<file path="src/hdl/uss_pkg.sv">
// constants, register map and carrier types of the serial status/control uart
// assumes a byte-wide register port and a continuous host bit clock on a pin
package uss_pkg;
   localparam logic [7:0] ADDR_DIV_LO = 8'h0A;
   localparam logic [7:0] ADDR_DIV_HI = 8'h0B;
   localparam logic [7:0] ADDR_DATA = 8'h0C;
   localparam logic [7:0] ADDR_STAT = 8'h0D;
   localparam logic [7:0] ADDR_IEN = 8'h0E;
   localparam logic [7:0] ADDR_MODE = 8'h0F;

   localparam int IEN_TX = 0;
   localparam int IEN_RX = 1;
   localparam int MODE_EN = 0;

   localparam logic [15:0] DIV_RST = 16'hFFFF;
   localparam logic [7:0] BYTE_ZERO = 8'h00;
   localparam logic [7:0] BYTE_ONES = 8'hFF;
   localparam logic [3:0] PH_MID = 4'h7;
   localparam logic [3:0] PH_LAST = 4'hF;
   localparam logic [3:0] PH_ZERO = 4'h0;
   localparam logic [2:0] IDX_ZERO = 3'h0;
   localparam logic [2:0] LAST_IDX_BASE = 3'h4;
   localparam logic [1:0] LEN_FULL = 2'h3;

   localparam int PIN_RXD = 0;
   localparam int PIN_CTS = 1;
   localparam int PIN_DSR = 2;
   localparam int PIN_DCD = 3;
   localparam int PIN_HCLK = 4;
   localparam int NPIN = 5;

   // written layout of the status/control register, bit 5 down to bit 0
   typedef struct packed {
      logic two_stop;
      logic odd;
      logic par_en;
      logic [1:0] len;
      logic brk;
   } uss_fmt_s;

   // read layout of the status/control register, bit 7 down to bit 0
   typedef struct packed {
      logic perr;
      logic ovfr;
      logic rx_wait;
      logic tx_busy;
      logic thr_empty;
      logic dcd;
      logic dsr;
      logic cts;
   } uss_stat_s;

   localparam uss_fmt_s FMT_RST = '0;

   typedef enum logic [2:0] {TX_IDLE, TX_START, TX_DATA, TX_PAR, TX_STOP} uss_tx_e;
   typedef enum logic [2:0] {RX_IDLE, RX_START, RX_DATA, RX_PAR, RX_STOP} uss_rx_e;
endpackage : uss_pkg

</file>
<file path="src/hdl/uss_baud.sv">
// baud tick generator: one tick per (1 - divisor) host clock edges
// assumes host_edge is a one-cycle pulse already synchronised to clk
`timescale 1ns/10ps
`default_nettype none
module uss_baud #(
   parameter int W = 16
) (
   input wire logic clk,
   input wire logic rst_n,
   input wire logic ce,
   input wire logic en,
   input wire logic host_edge,
   input wire logic [W-1:0] div,
   output logic tick
);
   logic [W-1:0] cnt_q;
   wire cnt_wrap = (cnt_q == '0);

   always_ff @(posedge clk or negedge rst_n) begin
      if (!rst_n) begin
         cnt_q <= '0;
         tick <= 1'b0;
      end else if (ce) begin
         tick <= en && host_edge && cnt_wrap;
         if (!en) begin
            cnt_q <= div;
         end else if (host_edge) begin
            cnt_q <= cnt_wrap ? div : cnt_q + 1'b1;
         end
      end
   end
endmodule : uss_baud
`default_nettype wire

</file>
<file path="src/hdl/uss_uart.sv">
// single-channel uart with combined status/control register
// assumes a byte register port on CLK; line pins and host clock are asynchronous
// How it works
// - bit0 reads CTS, write sends break
// - bits 1,2 read DSR and DCD
// - written bits 1,2 select character length
// - written bit3 enables parity both directions
// - written bit4 odd parity, else even
// - written bit5 two stop bits, else one
// - holding byte sent, empty after stop
// - read bit3 empty, bit4 transmitter busy
// - interrupt when holding register becomes empty
// - status read clears pending interrupt
// - received character stored, bit5 data waiting
// - interrupt on every received character
// - bit6 overrun/framing, bit7 parity error
// - uart runs only while mode bit0 set
// - divisor low byte reg 10, high 11
// - divisor counts host clock, two's complement
`timescale 1ns/10ps
`default_nettype none
module uss_uart #(
   parameter int DIV_W = 16
) (
   input wire logic CLK,
   input wire logic RESETN,
   input wire logic CE,
   input wire logic [7:0] ADDR,
   input wire logic [7:0] WDATA,
   input wire logic WR,
   input wire logic RD,
   output logic [7:0] RDATA,
   input wire logic HOST_CLK,
   input wire logic RXD,
   input wire logic CTS,
   input wire logic DSR,
   input wire logic DCD,
   output logic TXD,
   output logic IRQ
);
   // pin synchronisers
   wire [uss_pkg::NPIN-1:0] pin_raw = {HOST_CLK, DCD, DSR, CTS, RXD};
   logic [uss_pkg::NPIN-1:0] pin_m_q;
   logic [uss_pkg::NPIN-1:0] pin_s_q;
   genvar gi;
   generate
      for (gi = 0; gi < uss_pkg::NPIN; gi++) begin : g_sync
         always_ff @(posedge CLK or negedge RESETN) begin
            if (!RESETN) begin
               pin_m_q[gi] <= 1'b1;
               pin_s_q[gi] <= 1'b1;
            end else if (CE) begin
               pin_m_q[gi] <= pin_raw[gi];
               pin_s_q[gi] <= pin_m_q[gi];
            end
         end
      end
   endgenerate
   logic hclk_prev_q;
   wire host_edge = pin_s_q[uss_pkg::PIN_HCLK] && !hclk_prev_q;
   wire rxd_s = pin_s_q[uss_pkg::PIN_RXD];

   // registers
   uss_pkg::uss_fmt_s fmt_q;
   logic [DIV_W-1:0] div_q;
   logic [1:0] ien_q;
   logic en_q;
   logic [7:0] thr_q;
   logic thr_full_q;
   logic [7:0] rcr_q;
   logic rxw_q;
   logic ovfr_q;
   logic perr_q;
   logic irq_q;
   logic [7:0] rdata_q;
   logic txd_q;

   wire wr_div_lo = WR && (ADDR == uss_pkg::ADDR_DIV_LO);
   wire wr_div_hi = WR && (ADDR == uss_pkg::ADDR_DIV_HI);
   wire wr_thr = WR && (ADDR == uss_pkg::ADDR_DATA);
   wire wr_fmt = WR && (ADDR == uss_pkg::ADDR_STAT);
   wire wr_ien = WR && (ADDR == uss_pkg::ADDR_IEN);
   wire wr_mode = WR && (ADDR == uss_pkg::ADDR_MODE);
   wire rd_rcr = RD && (ADDR == uss_pkg::ADDR_DATA);
   wire rd_stat = RD && (ADDR == uss_pkg::ADDR_STAT);

   // tick source
   logic tick;
   uss_baud #(.W(DIV_W)) u_baud (
      .clk(CLK),
      .rst_n(RESETN),
      .ce(CE),
      .en(en_q),
      .host_edge(host_edge),
      .div(div_q),
      .tick(tick)
   );

   // shared framing
   wire [7:0] data_mask = uss_pkg::BYTE_ONES >> (uss_pkg::LEN_FULL - fmt_q.len);
   wire [2:0] last_idx = uss_pkg::LAST_IDX_BASE + {1'b0, fmt_q.len};

   // transmitter
   uss_pkg::uss_tx_e tx_st_q;
   logic [3:0] tx_ph_q;
   logic [2:0] tx_idx_q;
   logic [7:0] tx_sh_q;
   logic tx_par_q;
   logic tx_stop2_q;
   wire tx_ph_end = tick && (tx_ph_q == uss_pkg::PH_LAST);
   wire tx_done = (tx_st_q == uss_pkg::TX_STOP) && tx_ph_end && !tx_stop2_q;
   wire tx_bit = fmt_q.brk ? 1'b0 :
      (tx_st_q == uss_pkg::TX_START) ? 1'b0 :
      (tx_st_q == uss_pkg::TX_DATA) ? tx_sh_q[0] :
      (tx_st_q == uss_pkg::TX_PAR) ? tx_par_q : 1'b1;

   always_ff @(posedge CLK or negedge RESETN) begin
      if (!RESETN) begin
         tx_st_q <= uss_pkg::TX_IDLE;
         tx_ph_q <= uss_pkg::PH_ZERO;
         tx_idx_q <= uss_pkg::IDX_ZERO;
         tx_sh_q <= uss_pkg::BYTE_ZERO;
         tx_par_q <= 1'b0;
         tx_stop2_q <= 1'b0;
      end else if (CE) begin
         if (tx_st_q != uss_pkg::TX_IDLE && tick) begin
            tx_ph_q <= tx_ph_q + 1'b1;
         end
         if (!en_q) begin
            tx_st_q <= uss_pkg::TX_IDLE;
         end else begin
            case (tx_st_q)
               uss_pkg::TX_IDLE: if (thr_full_q) begin
                  tx_sh_q <= thr_q;
                  tx_par_q <= ^(thr_q & data_mask) ^ fmt_q.odd;
                  tx_ph_q <= uss_pkg::PH_ZERO;
                  tx_st_q <= uss_pkg::TX_START;
               end
               uss_pkg::TX_START: if (tx_ph_end) begin
                  tx_idx_q <= uss_pkg::IDX_ZERO;
                  tx_st_q <= uss_pkg::TX_DATA;
               end
               uss_pkg::TX_DATA: if (tx_ph_end) begin
                  tx_sh_q <= tx_sh_q >> 1;
                  tx_idx_q <= tx_idx_q + 1'b1;
                  tx_stop2_q <= fmt_q.two_stop;
                  if (tx_idx_q == last_idx) begin
                     tx_st_q <= fmt_q.par_en ? uss_pkg::TX_PAR : uss_pkg::TX_STOP;
                  end
               end
               uss_pkg::TX_PAR: if (tx_ph_end) begin
                  tx_st_q <= uss_pkg::TX_STOP;
               end
               default: if (tx_ph_end) begin
                  tx_stop2_q <= 1'b0;
                  if (!tx_stop2_q) begin
                     tx_st_q <= uss_pkg::TX_IDLE;
                  end
               end
            endcase
         end
      end
   end

   // receiver
   uss_pkg::uss_rx_e rx_st_q;
   logic [3:0] rx_ph_q;
   logic [2:0] rx_idx_q;
   logic [7:0] rx_sh_q;
   logic rx_pbad_q;
   wire rx_at_end = tick && (rx_ph_q == uss_pkg::PH_LAST);
   wire rx_done = en_q && (rx_st_q == uss_pkg::RX_STOP) && rx_at_end;

   always_ff @(posedge CLK or negedge RESETN) begin
      if (!RESETN) begin
         rx_st_q <= uss_pkg::RX_IDLE;
         rx_ph_q <= uss_pkg::PH_ZERO;
         rx_idx_q <= uss_pkg::IDX_ZERO;
         rx_sh_q <= uss_pkg::BYTE_ZERO;
         rx_pbad_q <= 1'b0;
      end else if (CE) begin
         if (rx_st_q != uss_pkg::RX_IDLE && tick) begin
            rx_ph_q <= rx_ph_q + 1'b1;
         end
         if (!en_q) begin
            rx_st_q <= uss_pkg::RX_IDLE;
         end else begin
            case (rx_st_q)
               uss_pkg::RX_IDLE: if (!rxd_s) begin
                  rx_ph_q <= uss_pkg::PH_ZERO;
                  rx_st_q <= uss_pkg::RX_START;
               end
               uss_pkg::RX_START: if (tick && rx_ph_q == uss_pkg::PH_MID) begin
                  rx_ph_q <= uss_pkg::PH_ZERO;
                  rx_idx_q <= uss_pkg::IDX_ZERO;
                  rx_sh_q <= uss_pkg::BYTE_ZERO;
                  rx_st_q <= rxd_s ? uss_pkg::RX_IDLE : uss_pkg::RX_DATA;
               end
               uss_pkg::RX_DATA: if (rx_at_end) begin
                  rx_sh_q[rx_idx_q] <= rxd_s;
                  rx_idx_q <= rx_idx_q + 1'b1;
                  if (rx_idx_q == last_idx) begin
                     rx_st_q <= fmt_q.par_en ? uss_pkg::RX_PAR : uss_pkg::RX_STOP;
                  end
               end
               uss_pkg::RX_PAR: if (rx_at_end) begin
                  rx_pbad_q <= rxd_s ^ (^(rx_sh_q & data_mask)) ^ fmt_q.odd;
                  rx_st_q <= uss_pkg::RX_STOP;
               end
               default: if (rx_at_end) begin
                  rx_st_q <= uss_pkg::RX_IDLE;
               end
            endcase
         end
      end
   end

   // status view and read mux
   uss_pkg::uss_stat_s stat_w;
   assign stat_w = '{perr: perr_q, ovfr: ovfr_q, rx_wait: rxw_q,
      tx_busy: (tx_st_q != uss_pkg::TX_IDLE), thr_empty: !thr_full_q,
      dcd: pin_s_q[uss_pkg::PIN_DCD], dsr: pin_s_q[uss_pkg::PIN_DSR],
      cts: pin_s_q[uss_pkg::PIN_CTS]};
   wire [7:0] rd_mux = (ADDR == uss_pkg::ADDR_STAT) ? stat_w :
      (ADDR == uss_pkg::ADDR_DATA) ? rcr_q :
      (ADDR == uss_pkg::ADDR_DIV_LO) ? div_q[7:0] :
      (ADDR == uss_pkg::ADDR_DIV_HI) ? div_q[15:8] :
      (ADDR == uss_pkg::ADDR_IEN) ? {6'h00, ien_q} :
      (ADDR == uss_pkg::ADDR_MODE) ? {7'h00, en_q} : uss_pkg::BYTE_ZERO;
   wire irq_ev = (tx_done && ien_q[uss_pkg::IEN_TX]) || (rx_done && ien_q[uss_pkg::IEN_RX]);

   always_ff @(posedge CLK or negedge RESETN) begin
      if (!RESETN) begin
         hclk_prev_q <= 1'b1;
         fmt_q <= uss_pkg::FMT_RST;
         div_q <= uss_pkg::DIV_RST;
         ien_q <= 2'h0;
         en_q <= 1'b0;
         thr_q <= uss_pkg::BYTE_ZERO;
         thr_full_q <= 1'b0;
         rcr_q <= uss_pkg::BYTE_ZERO;
         rxw_q <= 1'b0;
         ovfr_q <= 1'b0;
         perr_q <= 1'b0;
         irq_q <= 1'b0;
         rdata_q <= uss_pkg::BYTE_ZERO;
         txd_q <= 1'b1;
      end else if (CE) begin
         hclk_prev_q <= pin_s_q[uss_pkg::PIN_HCLK];
         txd_q <= tx_bit;
         if (wr_fmt) fmt_q <= WDATA[5:0];
         if (wr_div_lo) div_q[7:0] <= WDATA;
         if (wr_div_hi) div_q[15:8] <= WDATA;
         if (wr_ien) ien_q <= WDATA[1:0];
         if (wr_mode) en_q <= WDATA[uss_pkg::MODE_EN];
         if (wr_thr) thr_q <= WDATA;
         if (wr_thr) thr_full_q <= 1'b1;
         else if (tx_done) thr_full_q <= 1'b0;
         if (RD) rdata_q <= rd_mux;
         if (rx_done) begin
            rcr_q <= rx_sh_q;
            ovfr_q <= !rxd_s || (rxw_q && !rd_rcr);
            perr_q <= fmt_q.par_en && rx_pbad_q;
         end
         if (rx_done) rxw_q <= 1'b1;
         else if (rd_rcr) rxw_q <= 1'b0;
         if (irq_ev) irq_q <= 1'b1;
         else if (rd_stat) irq_q <= 1'b0;
      end
   end

   assign RDATA = rdata_q;
   assign TXD = txd_q;
   assign IRQ = irq_q;

   // checks
   break_low_a: assert property (@(posedge CLK) disable iff (!RESETN)
      (CE && fmt_q.brk) |=> !TXD) else $error("break not driven low");
   status_read_a: assert property (@(posedge CLK) disable iff (!RESETN)
      (CE && rd_stat) |=> (RDATA[3] == !$past(thr_full_q)) && (RDATA[4] == ($past(tx_st_q) != uss_pkg::TX_IDLE)))
      else $error("status read shows wrong transmit state");
   data_count_a: assert property (@(posedge CLK) disable iff (!RESETN)
      (tx_st_q == uss_pkg::TX_DATA) |-> (tx_idx_q <= last_idx)) else $error("too many data bits");
   parity_gate_a: assert property (@(posedge CLK) disable iff (!RESETN)
      (tx_st_q == uss_pkg::TX_PAR) |-> fmt_q.par_en) else $error("parity bit sent while disabled");
   thr_fill_a: assert property (@(posedge CLK) disable iff (!RESETN)
      (CE && wr_thr) |=> thr_full_q && (thr_q == $past(WDATA))) else $error("holding register not marked full");
   tx_irq_a: assert property (@(posedge CLK) disable iff (!RESETN)
      (CE && tx_done && ien_q[uss_pkg::IEN_TX]) |=> IRQ && !thr_full_q) else $error("no irq on empty");
   irq_clear_a: assert property (@(posedge CLK) disable iff (!RESETN)
      (CE && rd_stat && !irq_ev) |=> !IRQ) else $error("status read left irq set");
   rx_wait_a: assert property (@(posedge CLK) disable iff (!RESETN)
      (CE && rx_done) |=> rxw_q && (rcr_q == $past(rx_sh_q))) else $error("received character lost");
   rx_irq_a: assert property (@(posedge CLK) disable iff (!RESETN)
      (CE && rx_done && ien_q[uss_pkg::IEN_RX]) |=> IRQ) else $error("no irq on receive");
   frame_err_a: assert property (@(posedge CLK) disable iff (!RESETN)
      (CE && rx_done && !rxd_s) |=> ovfr_q) else $error("framing fault not flagged");
   disabled_idle_a: assert property (@(posedge CLK) disable iff (!RESETN)
      (CE && !en_q) |=> (tx_st_q == uss_pkg::TX_IDLE) && (rx_st_q == uss_pkg::RX_IDLE))
      else $error("uart active while disabled");
endmodule : uss_uart
`default_nettype wire

</file>
<file path="config.mk">
export PLATFORM = sky130hd
export DESIGN_NAME = uss_uart
export DESIGN_NICKNAME = d
export VERILOG_FILES = /design/src/hdl/uss_pkg.sv /design/src/hdl/uss_baud.sv /design/src/hdl/uss_uart.sv
export SDC_FILE = /design/constraint.sdc
export NUM_CORES = 1
export LEC_CHECK = 0
export BUFFER_PORTS_ARGS = -buffer_cell sky130_fd_sc_hd__buf_2
export CAP_MARGIN = 10
export CORE_MARGIN = 2
export CORE_UTILIZATION = 45
export CTS_BUF_LIST = sky130_fd_sc_hd__clkbuf_8
export CTS_CLUSTER_SIZE = 28
export DETAILED_ROUTE_END_ITERATION = 16
export GPL_TIMING_DRIVEN = 0
export PLACE_DENSITY = 0.67
export SLEW_MARGIN = 20
export SYNTH_ARGS = -nofsm -noshare
export SYNTH_HDL_FRONTEND = slang
export SYNTH_HIERARCHICAL = 1
export SYNTH_SLANG_ARGS = --single-unit
</file>
<file path="constraint.sdc">
create_clock -name CLK -period 4.1 [get_ports CLK]
set_input_delay 0.205 -clock CLK [delete_from_list [all_inputs] [get_ports CLK]]
set_output_delay 0.205 -clock CLK [all_outputs]
set_load 0.005 [all_outputs]
</file>
==> results of run 1 <==
## logic make-up after synthesis
group           after synthesis
simple gates                199
compound gates              127
flops                       122
mux                          88
buf+inv                      54
xor+xnor                     24
fa+ha+maj                     7
## state kept, by name (all words and copies together), names as in the netlist, 5 cells and up
name,flops
tx_sh_q,8
thr_q,8
fmt_q,6
pin_m_q,5
rx_sh_q,8
div_q,16
rcr_q,8
u_baud/cnt_q,16
RDATA,8
## routing by layer
| layer | global-route usage, % | vias up | part of all wire (%) |
|---|---|---|---|
| met5 | 0 | - | 0 |
| met3 | 5.31 | 28 | 4.4 |
| li1 | - | 2401 | - |
| met2 | 33.0 | 134 | 47 |
| met1 | 29.0 | 2570 | 46 |
| met4 | 6.85 | 0 | 2.1 |
## cells in the mapped netlist, types with 5 or more instances
library cell	count	area share, %
clkbuf_1	11	0.62
xnor2_1	14	1.8
nor2_1	19	1.1
nand4_1	12	1.1
dfrtp_1	94	35
dfstp_2	28	11
mux2_2	20	3.4
nor4_2	5	0.94
mux2_1	34	5.7
and3_1	8	0.75
o21ai_1	19	1.4
nand2_1	64	3.6
and4_1	6	0.79
a22oi_1	9	1.0
buf_2	12	0.90
a2bb2oi_1	8	1.1
o21ai_0	25	1.9
mux2i_1	34	5.1
nand2b_1	5	0.47
a21oi_2	5	0.66
nor4_1	5	0.47
xor2_1	10	1.3
inv_1	19	1.1
nor2b_1	5	0.47
a21oi_1	16	1.2
ha_1	7	1.3
nand3_1	27	2.0
buf_6	7	1.2
a22o_1	5	0.66
## where the power goes
group	internal [mW]	switching, mW	leakage [nW]
Combinational	0.0985	0.129	1.52
Sequential	1.26	0.0389	1.57
Clock	0.513	0.524	0.179
## critical path, stage by stage (launching register included)
cell and delay (ps):
dfrtp_1 420, inv_1 110, ha_1 150, or4b_4 480
o41ai_2 710, mux2i_1 300, o21ai_2 60
## metrics by stage
step                worst slack, ps  total power [mW]  util, %  instance area, µm²
floorplan                      2030              1.45        -                6670
global placement               1300              1.53     48.7                7080
detailed placement             1770              1.54     48.9                7110
CTS                            1750              2.59     52.1                7570
global route                   1640              2.67     52.1                7570
finish                         1740              2.56     52.1                7570
## cell type report
class                   count  area [µm²]  share of cell area (%)
flip-flops and latches    122        3090                    40.8
plain buffers              34         206                    2.73
multi-input cells         445        3300                    43.5
clock inverters            13         119                    1.57
inverters                  20        80.1                    1.06
repair buffers             44         289                    3.82
well taps                 184         230                    3.04
clock buffers              19         262                    3.45
## placed cells by master, fill, tap and decap left out, drive strengths merged, types with 3 or more instances in the layout
cell type and instances:
clkinvlp 6, nor4 11, o41ai 3, a22oi 9
o21ai 45, nor3 7, xor2 10, mux2 54
and4 7, mux2i 34, dfstp 28, nand2 66
nor2 24, nor4bb 4, dfrtp 94, o211ai 3
a31oi 3, nor2b 5, inv 24, buf 59
nand3 31, a22o 5, or2 3, and2 3
nand2b 5, dlygate4sd3 8, and3 8, a21oi 21
a2bb2oi 8, ha 7, clkbuf 30, nor3b 3
nand4 12, o22ai 5, xnor2 14
## path summary, 6_finish.rpt
path / endpoint / slack [ps]
max in group asynchronous: pin_s_q[2] / 3060
min in group asynchronous: tx_sh_q[4] / 280
max: u_baud/cnt_q[1] / 1740
max reg2reg: u_baud/cnt_q[1] / 1740
min reg2reg: rcr_q[6] / 490
min: div_q[4] / 40
==> impl_metrics.json, run 1 <==
{
  "p_per_area_mw_per_mm2": 338,
  "peakVddDrop_mv": 0.207,
  "cp_data_required_time_ps": 4410,
  "drt-pass1-iter-count": 5,
  "first_iter_violations": 439,
  "first_global_vias": 5101,
  "insertion_delay_ps": 450,
  "arrival_ps": 2670,
  "n_antenna_cell": 0,
  "synthFlopType": "dfrtp_1",
  "hold_viol_final": 0,
  "async_flop_share_pct": 100,
  "root_buffer": "clkbuf_8",
  "dp_hpwl_mm": 11.7,
  "grt_overflow_total": 0,
  "grt_pass1_wl_mm": 26.5,
  "area_delta_synth_final_pct": 13.5,
  "portBuffers": 35,
  "ios": 36,
  "initial_utilization_pct": 45.9,
  "worst_pin_slew_ps": 775,
  "timing.fmax_mhz": 423,
  "hp-class": "input pin to flop",
  "cts-resized-gates": 0,
  "nNetsFinal": 717,
  "grt_use_total_pct": 21.1,
  "cts_setup_buffers": 0,
  "whs_ps": 40.1,
  "setup-violations-final": 0,
  "holdBufCountCts": 8,
  "antenna_found_initial": 0,
  "timing.final.crit_period_ps": 2360,
  "start_kind": "flop",
  "die-height_um": 126,
  "gp_congestion": 0.929,
  "tns_ps": 0,
  "synth_edf_count": 0,
  "synth_top_family_by_area": "simple AND/OR/NAND/NOR gates",
  "design.core.area_mm2": 0.0145,
  "rows": 44,
  "drtAntennaViolNets": 0,
  "fillCellCount": 1342,
  "synthSimpleGateAreaFrac_pct": 17.7,
  "synth-xor-area-share_pct": 3.15,
  "syn_nets": 654,
  "drive_gt1_share_pct": 25.1,
  "synthesis.area_mm2": 0.00667,
  "dp_cells": 841,
  "worstSetupStartpoint": "u_baud/cnt_q[0]",
  "maxSlewViolCount": 0,
  "cts_max_level": 4,
  "path_clk_slew_ps": 80,
  "holdPathStages": 2,
  "crit_fanout": 7,
  "worstReg2RegStart": "u_baud/cnt_q[0]",
  "fin_worst_skew_ps": 9.80,
  "status": "complete, no violations",
  "die-width_um": 126,
  "die-area_mm2": 0.0158,
  "slew_headroom_pct": 47.8,
  "synthMuxAreaShare_pct": 14.2,
  "rsz0062_at_grt": "no",
  "wl_per_cell_um": 18.3,
  "routed_via_density": 5.83,
  "max-clock-path-buffers": 2,
  "yosys.area_share.adder_pct": 1.31,
  "grt_max_degree": 73,
  "vias": 5133,
  "finalCritPeriodShare_pct": 57.6,
  "yosysWarnings": 6,
  "path_class": "flop to flop",
  "avgSynthCellArea_um2": 10.7,
  "cp-end-kind": "flop",
  "synth-compound-area-share_pct": 13.1,
  "ys_seq_area_share_pct": 46.3,
  "synth_cells": 621,
  "r2r_cells": 6,
  "synth_seq_cells": 122,
  "clock-sinks": 122,
  "cts_tree": "built",
  "yosysUniqueCellTypes": 81,
  "drv_cap": 0,
  "cts_buffers": 17,
  "wl_mm": 16.2,
  "fin_cells": 881,
  "min-delay-start": "WDATA[4]",
  "drc": 0,
  "p_leak_nw": 3.27
}
Power figures use the tool's default switching activity.
==> inputs of run 2 (changes only) <==
ABC_AREA = 1   (was not set)
PLACE_DENSITY = 0.69   (was 0.67)
clock period = 2 ns   (was 4.1 ns; I/O delays follow)
==> run 2 against run 1 <==
  * Clock power up 120%
  * Synthesized cell count is 51% higher
  * Power rose to 3.0 times the previous value
  * Synthesized area rose by 4.6%
  * Critical path depth stayed put
  * Die area rose by 4.4%
  * Register-to-register slack worse by 1500 ps
  * Sequential cell count did not move
  * Largest cell class unchanged
==> impl_metrics.json, run 2 <==
{
  "initial_utilization_pct": 46.0,
  "path_cells": "buf_4 -> inv_2 -> o21ai_4 -> dlymetal6s2s_1 -> nand2_1 -> nand2_1",
  "whs_ps": 45.8,
  "rsz0062_at_grt": "no",
  "syn_nets": 973,
  "gp_congestion": 0.883,
  "cts_max_level": 4,
  "reg_top3": "div_q (16), u_baud/cnt_q (16)",
  "timing.fmax_mhz": 578,
  "portBuffers": 35,
  "drc": 0,
  "min-delay-start": "CE",
  "wl_per_cell_um": 13.8,
  "cts_tree": "built",
  "nNetsFinal": 1042,
  "cp_data_required_time_ps": 2390,
  "antenna_found_initial": 0,
  "synthesis.area_mm2": 0.00697,
  "area_delta_synth_final_pct": 14.4,
  "fin_cells": 1210,
  "synth_seq_cells": 122,
  "yosysWarnings": 6,
  "wl_mm": 16.7,
  "dp_cells": 1164,
  "ys_seq_area_share_pct": 44.3,
  "final_cell_mix": "nand2_1 (324), inv_1 (129), dfrtp_1 (94), nand3_1 (88), o21ai_0 (58)",
  "p_leak_nw": 4.10,
  "fin_worst_skew_ps": 9.50,
  "drv_cap": 0,
  "cp_slowest_cell": "dfrtp_1",
  "total_power_mw": 7.80,
  "reg2reg_to": "u_baud/cnt_q[15]",
  "path_class": "flop to flop",
  "routed_via_density": 5.08,
  "max_stage_delay_ps": 510,
  "cts-resized-gates": 0,
  "grt_use_total_pct": 21.8,
  "ios": 36,
  "final_core_util_pct": 52.7,
  "rrSetupSlack_ps": 270,
  "synth_cells": 940,
  "hold_viol_final": 0,
  "die-width_um": 128,
  "drive_gt1_share_pct": 16.0,
  "yosys.area.top_type": "dfrtp_1",
  "start_kind": "flop",
  "peakVddDrop_mv": 0.731,
  "grt_overflow_total": 0,
  "arrival_ps": 2120,
  "max-clock-path-buffers": 2,
  "hp-class": "input pin to flop",
  "synth_edf_count": 0,
  "die-area_mm2": 0.0165,
  "final_common_cell": "nand2_1",
  "holdPathStages": 2,
  "drtAntennaViolNets": 0,
  "synth_common_cells": "nand2_1 (324), inv_1 (129), dfrtp_1 (94), nand3_1 (88), o21ai_0 (58)",
  "yosysUniqueCellTypes": 46,
  "first_global_vias": 5754,
  "design_area_mm2": 0.00798,
  "slew_headroom_pct": 62.7,
  "timing.final.crit_period_ps": 1730,
  "maxSlewViolCount": 0,
  "die-height_um": 128,
  "grt_max_degree": 81,
  "first_iter_violations": 436,
  "worstReg2RegStart": "en_q",
  "ys_top_cells_by_area": "dfrtp_1 (34%), nand2_1 (17%), dfstp_2 (11%)",
  "placed_area_mm2": 0.00742,
  "grt_pass1_wl_mm": 28.4,
  "hold_path_end": "u_baud/tick",
  "synthFlopType": "dfrtp_1",
  "crit_fanout": 10,
  "async_flop_share_pct": 100,
  "synth.top_cell.area_share_pct": 33.7,
  "status": "complete, no violations",
  "drt-pass1-iter-count": 5,
  "cp-end-kind": "flop",
  "n_antenna_cell": 0,
  "vias": 6142,
  "insertion_delay_ps": 450,
  "clock-sinks": 122,
  "setup-violations-final": 0,
  "cts_buffers": 17,
  "r2r_cells": 6,
  "cp_top_family": "buffers and inverters",
  "p_per_area_mw_per_mm2": 978,
  "yosysMostFrequentCell": "nand2_1",
  "finalCritPeriodShare_pct": 86.5,
  "rows": 45,
  "critPathBufInv": 3,
  "avgSynthCellArea_um2": 7.42,
  "cp_common_cell": "nand2_1",
  "root_buffer": "clkbuf_8",
  "design.core.area_mm2": 0.0151,
  "dp_hpwl_mm": 12.4,
  "path_clk_slew_ps": 80,
  "worst_pin_slew_ps": 560
}
run 2: worst max-delay path by stage:
stage | start | end | slack (ps) | cells after the start
after floorplan | rx_ph_q[0] | rx_idx_q[2] | 540 | 9
after global placement | RESETN | rx_sh_q[6] | -790 | 1
after detailed placement | en_q | u_baud/cnt_q[15] | 270 | 6
after CTS | en_q | u_baud/cnt_q[15] | 240 | 6
after global routing | en_q | u_baud/cnt_q[10] | 70 | 6
final | en_q | u_baud/cnt_q[15] | 270 | 6
run 2: cell type report:
cell class | instances | area (µm²)
Multi-Input combinational cell | 659 | 3210
Clock buffer | 18 | 248
Tap cell | 188 | 235
Buffer | 18 | 145
Inverter | 141 | 532
Fill cell | 1470 | 7170
Clock inverter | 14 | 173
Sequential cell | 122 | 3090
Timing Repair Buffer | 50 | 349
run 2: cells by family (layout without fill, tap and decap cells):
group	after synthesis	in the layout	share of synthesized area [%]
buf+inv	159	241	9.71
simple gates	527	527	33.8
fa+ha+maj	7	7	1.26
compound gates	109	109	8.97
flops	122	122	44.3
xor+xnor	16	16	2.01
run 2: through the flow:
step / setup WS [ps] / setup TNS, ps
after floorplan: 540 / 0
after global placement: -788 / -75670
after detailed placement: 269 / 0
after CTS: 243 / 0
after global routing: 65.1 / 0
final: 270 / 0
run 2: timing repair:
item	CTS	global route
buffers inserted	0	0
hold endpoints to repair	61	0
hold buffers	14	0
run 2: power breakdown:
| part | switching (mW) | internal [mW] |
|---|---|---|
| registers | 0.438 | 2.93 |
| clock network | 1.06 | 1.27 |
| logic | 1.34 | 0.771 |
run 2: metal layers:
metal | track usage [%] | part of all wire [%]
met3 | 4.41 | 4.2
met4 | 6.46 | 1.9
met1 | 28.9 | 46
met5 | 0 | 0
met2 | 36.5 | 48
run 2: worst reg2reg max path: stages, from the launching register on:
cell and delay (ps):
dfrtp_1 510, buf_4 260, inv_2 60, o21ai_4 260, dlymetal6s2s_1 410, nand2_1 100
nand2_1 80
==> inputs of run 3 (changes only) <==
PLACE_DENSITY = not set   (was 0.69)
PLACE_DENSITY_LB_ADDON = 0.1   (was not set)
==> run 3 against run 2 <==
  * Non-clock buffer count did not move
  * Core utilization fell by 0.40 points
  * Wire length rose by 4.7%
  * Critical path depth grew 3
  * Worst setup slack lost 7.7 ps
  * Critical path type unchanged
  * Register-to-register slack about the same
  * Die area is the same
  * Cell count did not move
  * Power is 3.6% lower
  * Sequential share of layout area increased by 0.29 points
  * Critical endpoint is now rx_pbad_q
  * Clock-buffer cell count did not move
  * Design area is 0.75% lower
==> impl_metrics.json, run 3 (synthesized netlist as in run 2, its figures left out) <==
{
  "status": "complete, no violations",
  "finalCritPeriodShare_pct": 86.9,
  "start_kind": "flop",
  "fillCellCount": 1546,
  "die-width_um": 128,
  "setup-violations-final": 0,
  "drc": 0,
  "portBuffers": 35,
  "p_per_area_mw_per_mm2": 949,
  "cts_buffers": 17,
  "cp_data_required_time_ps": 2330,
  "rows": 45,
  "clock-sinks": 122,
  "die-height_um": 128,
  "dp_hpwl_mm": 12.8,
  "p_int_mw": 4.70,
  "fin_worst_skew_ps": 9.72,
  "wl_mm": 17.5,
  "die-area_mm2": 0.0165,
  "hold_viol_final": 0,
  "n_antenna_cell": 0,
  "peakVddDrop_mv": 0.576,
  "path_clk_slew_ps": 70,
  "cts_tree": "built",
  "path_cells": "inv_1 -> nand2_1 -> nand2_1 -> xnor2_1 -> inv_1 -> nand2_1 -> nand3_1 -> nand3_1 -> nand2_1",
  "switching_share_pct": 37.5,
  "drv_cap": 0,
  "critPathBufInv": 2,
  "max-clock-path-buffers": 2,
  "grt_use_total_pct": 22.9,
  "cp-end-kind": "flop",
  "dp_cells": 1164,
  "vias": 6024,
  "worst_pin_slew_ps": 597,
  "grt_overflow_total": 0,
  "crit_fanout": 7,
  "tns_ps": 0,
  "cp_slowest_cell": "dfrtp_1",
  "final_cell_mix": "nand2_1 (324), inv_1 (132), dfrtp_1 (94), nand3_1 (88), o21ai_0 (58)",
  "total_power_mw": 7.52,
  "final_common_cell": "nand2_1",
  "timing.final.crit_period_ps": 1740,
  "p_sw_mw": 2.82,
  "cp_top_family": "simple AND/OR/NAND/NOR gates",
  "cts_max_level": 4,
  "grt_max_degree": 77,
  "hp-class": "input pin to flop",
  "antenna_found_initial": 0,
  "arrival_ps": 2070,
  "max_stage_delay_ps": 540,
  "timing.fmax_mhz": 576,
  "first_global_vias": 5751,
  "path_class": "flop to flop",
  "combinationalPowerShare_pct": 27.9,
  "drtAntennaViolNets": 0,
  "drive_gt1_share_pct": 15.8,
  "cts_setup_buffers": 0,
  "wl_per_cell_um": 14.4,
  "area_delta_synth_final_pct": 13.5,
  "insertion_delay_ps": 450,
  "first_iter_violations": 370,
  "design.core.area_mm2": 0.0151,
  "drt-pass1-iter-count": 5,
  "gp_congestion": 0.831,
  "nNetsFinal": 1042,
  "seq_area_mm2": 0.00309,
  "rsz0062_at_grt": "no",
  "routed_via_density": 4.98,
  "cp_common_cell": "nand2_1",
  "power_frac_seq_pct": 45.1,
  "initial_utilization_pct": 46.0,
  "fin_cells": 1210,
  "maxSlewViolCount": 0,
  "root_buffer": "clkbuf_8",
  "ios": 36,
  "pwr-share-clk_pct": 27.0,
  "slew_headroom_pct": 60.2,
  "reg_top3": "div_q (16), u_baud/cnt_q (16)",
  "grt_pass1_wl_mm": 29.3,
  "multi_input_area_mm2": 0.00321,
  "p_leak_nw": 4.09
}
==> run 3: cell count changes in the layout (fill, tap and decap cells not counted), sizes merged <==
| cell | previous run | this run |
|---|---|---|
| clkinvlp | 5 | 4 |
| inv | 141 | 144 |
| bufinv | 3 | 1 |
==> run 3: cell type report <==
type / count / share of cell area, %
repair buffers: 50 / 4.46
inverters: 141 / 6.72
clock inverters: 14 / 1.37
plain buffers: 18 / 1.83
multi-input cells: 659 / 40.5
well taps: 188 / 2.97
clock buffers: 18 / 3.13
flip-flops and latches: 122 / 39.0
==> run 3: tightest hold or removal path, stage by stage <==
cell and delay, ps:
buf_2 70, inv_1 110, o21ai_2 150
==> run 3: power groups by stage <==
stage	sequential [mW]	clock (mW)	combinational, mW
global route	3.46	2.21	2.43
global placement	3.42	0	2.06
floorplan	3.29	0	1.62
CTS	3.39	2.09	2.12
detailed placement	3.43	0	2.09
finish	3.39	2.03	2.10
==> run 3: path summary, 6_finish.rpt <==
kind                       cells past startpoint  slack (ps)  startpoint         end
setup / recovery                               9         260    fmt_q[1]   rx_pbad_q
hold / removal                                 3          20    WDATA[1]    div_q[1]
setup reg to reg                               9         260    fmt_q[1]   rx_pbad_q
hold reg to reg                                2         460  pin_m_q[2]  pin_m_q[2]
max in group asynchronous                      3        1140      RESETN  pin_s_q[3]
min in group asynchronous                      2         130      RESETN  tx_ph_q[3]
==> run 3: through the flow <==
stage / setup slack, ps / hold WS (ps) / utilization (%) / cell area (µm²)
after floorplan: 540 / -196 / - / 6970
after global placement: -832 / 302 / 48.8 / 7380
after detailed placement: 284 / 23.7 / 49.0 / 7420
after CTS: 268 / 5.94 / 52.3 / 7920
after global routing: 90.7 / 42.9 / 52.3 / 7920
final: 263 / 24.7 / 52.3 / 7920
==> run 3: layer usage <==
metal | vias up | GRT usage (%) | part of all wire [%]
li1 | 3116 | - | -
met1 | 2810 | 31.7 | 49
met2 | 79 | 36.9 | 47
met3 | 19 | 3.95 | 2.9
met4 | 0 | 7.23 | 1.4
met5 | - | 0 | 0
==> run 3: what timing repair did <==
item                                    in CTS  in global routing
resized for setup                            0                  0
endpoints found under the hold margin      125                  0
hold buffers                                14                  0
endpoints found under the setup margin       0                  0
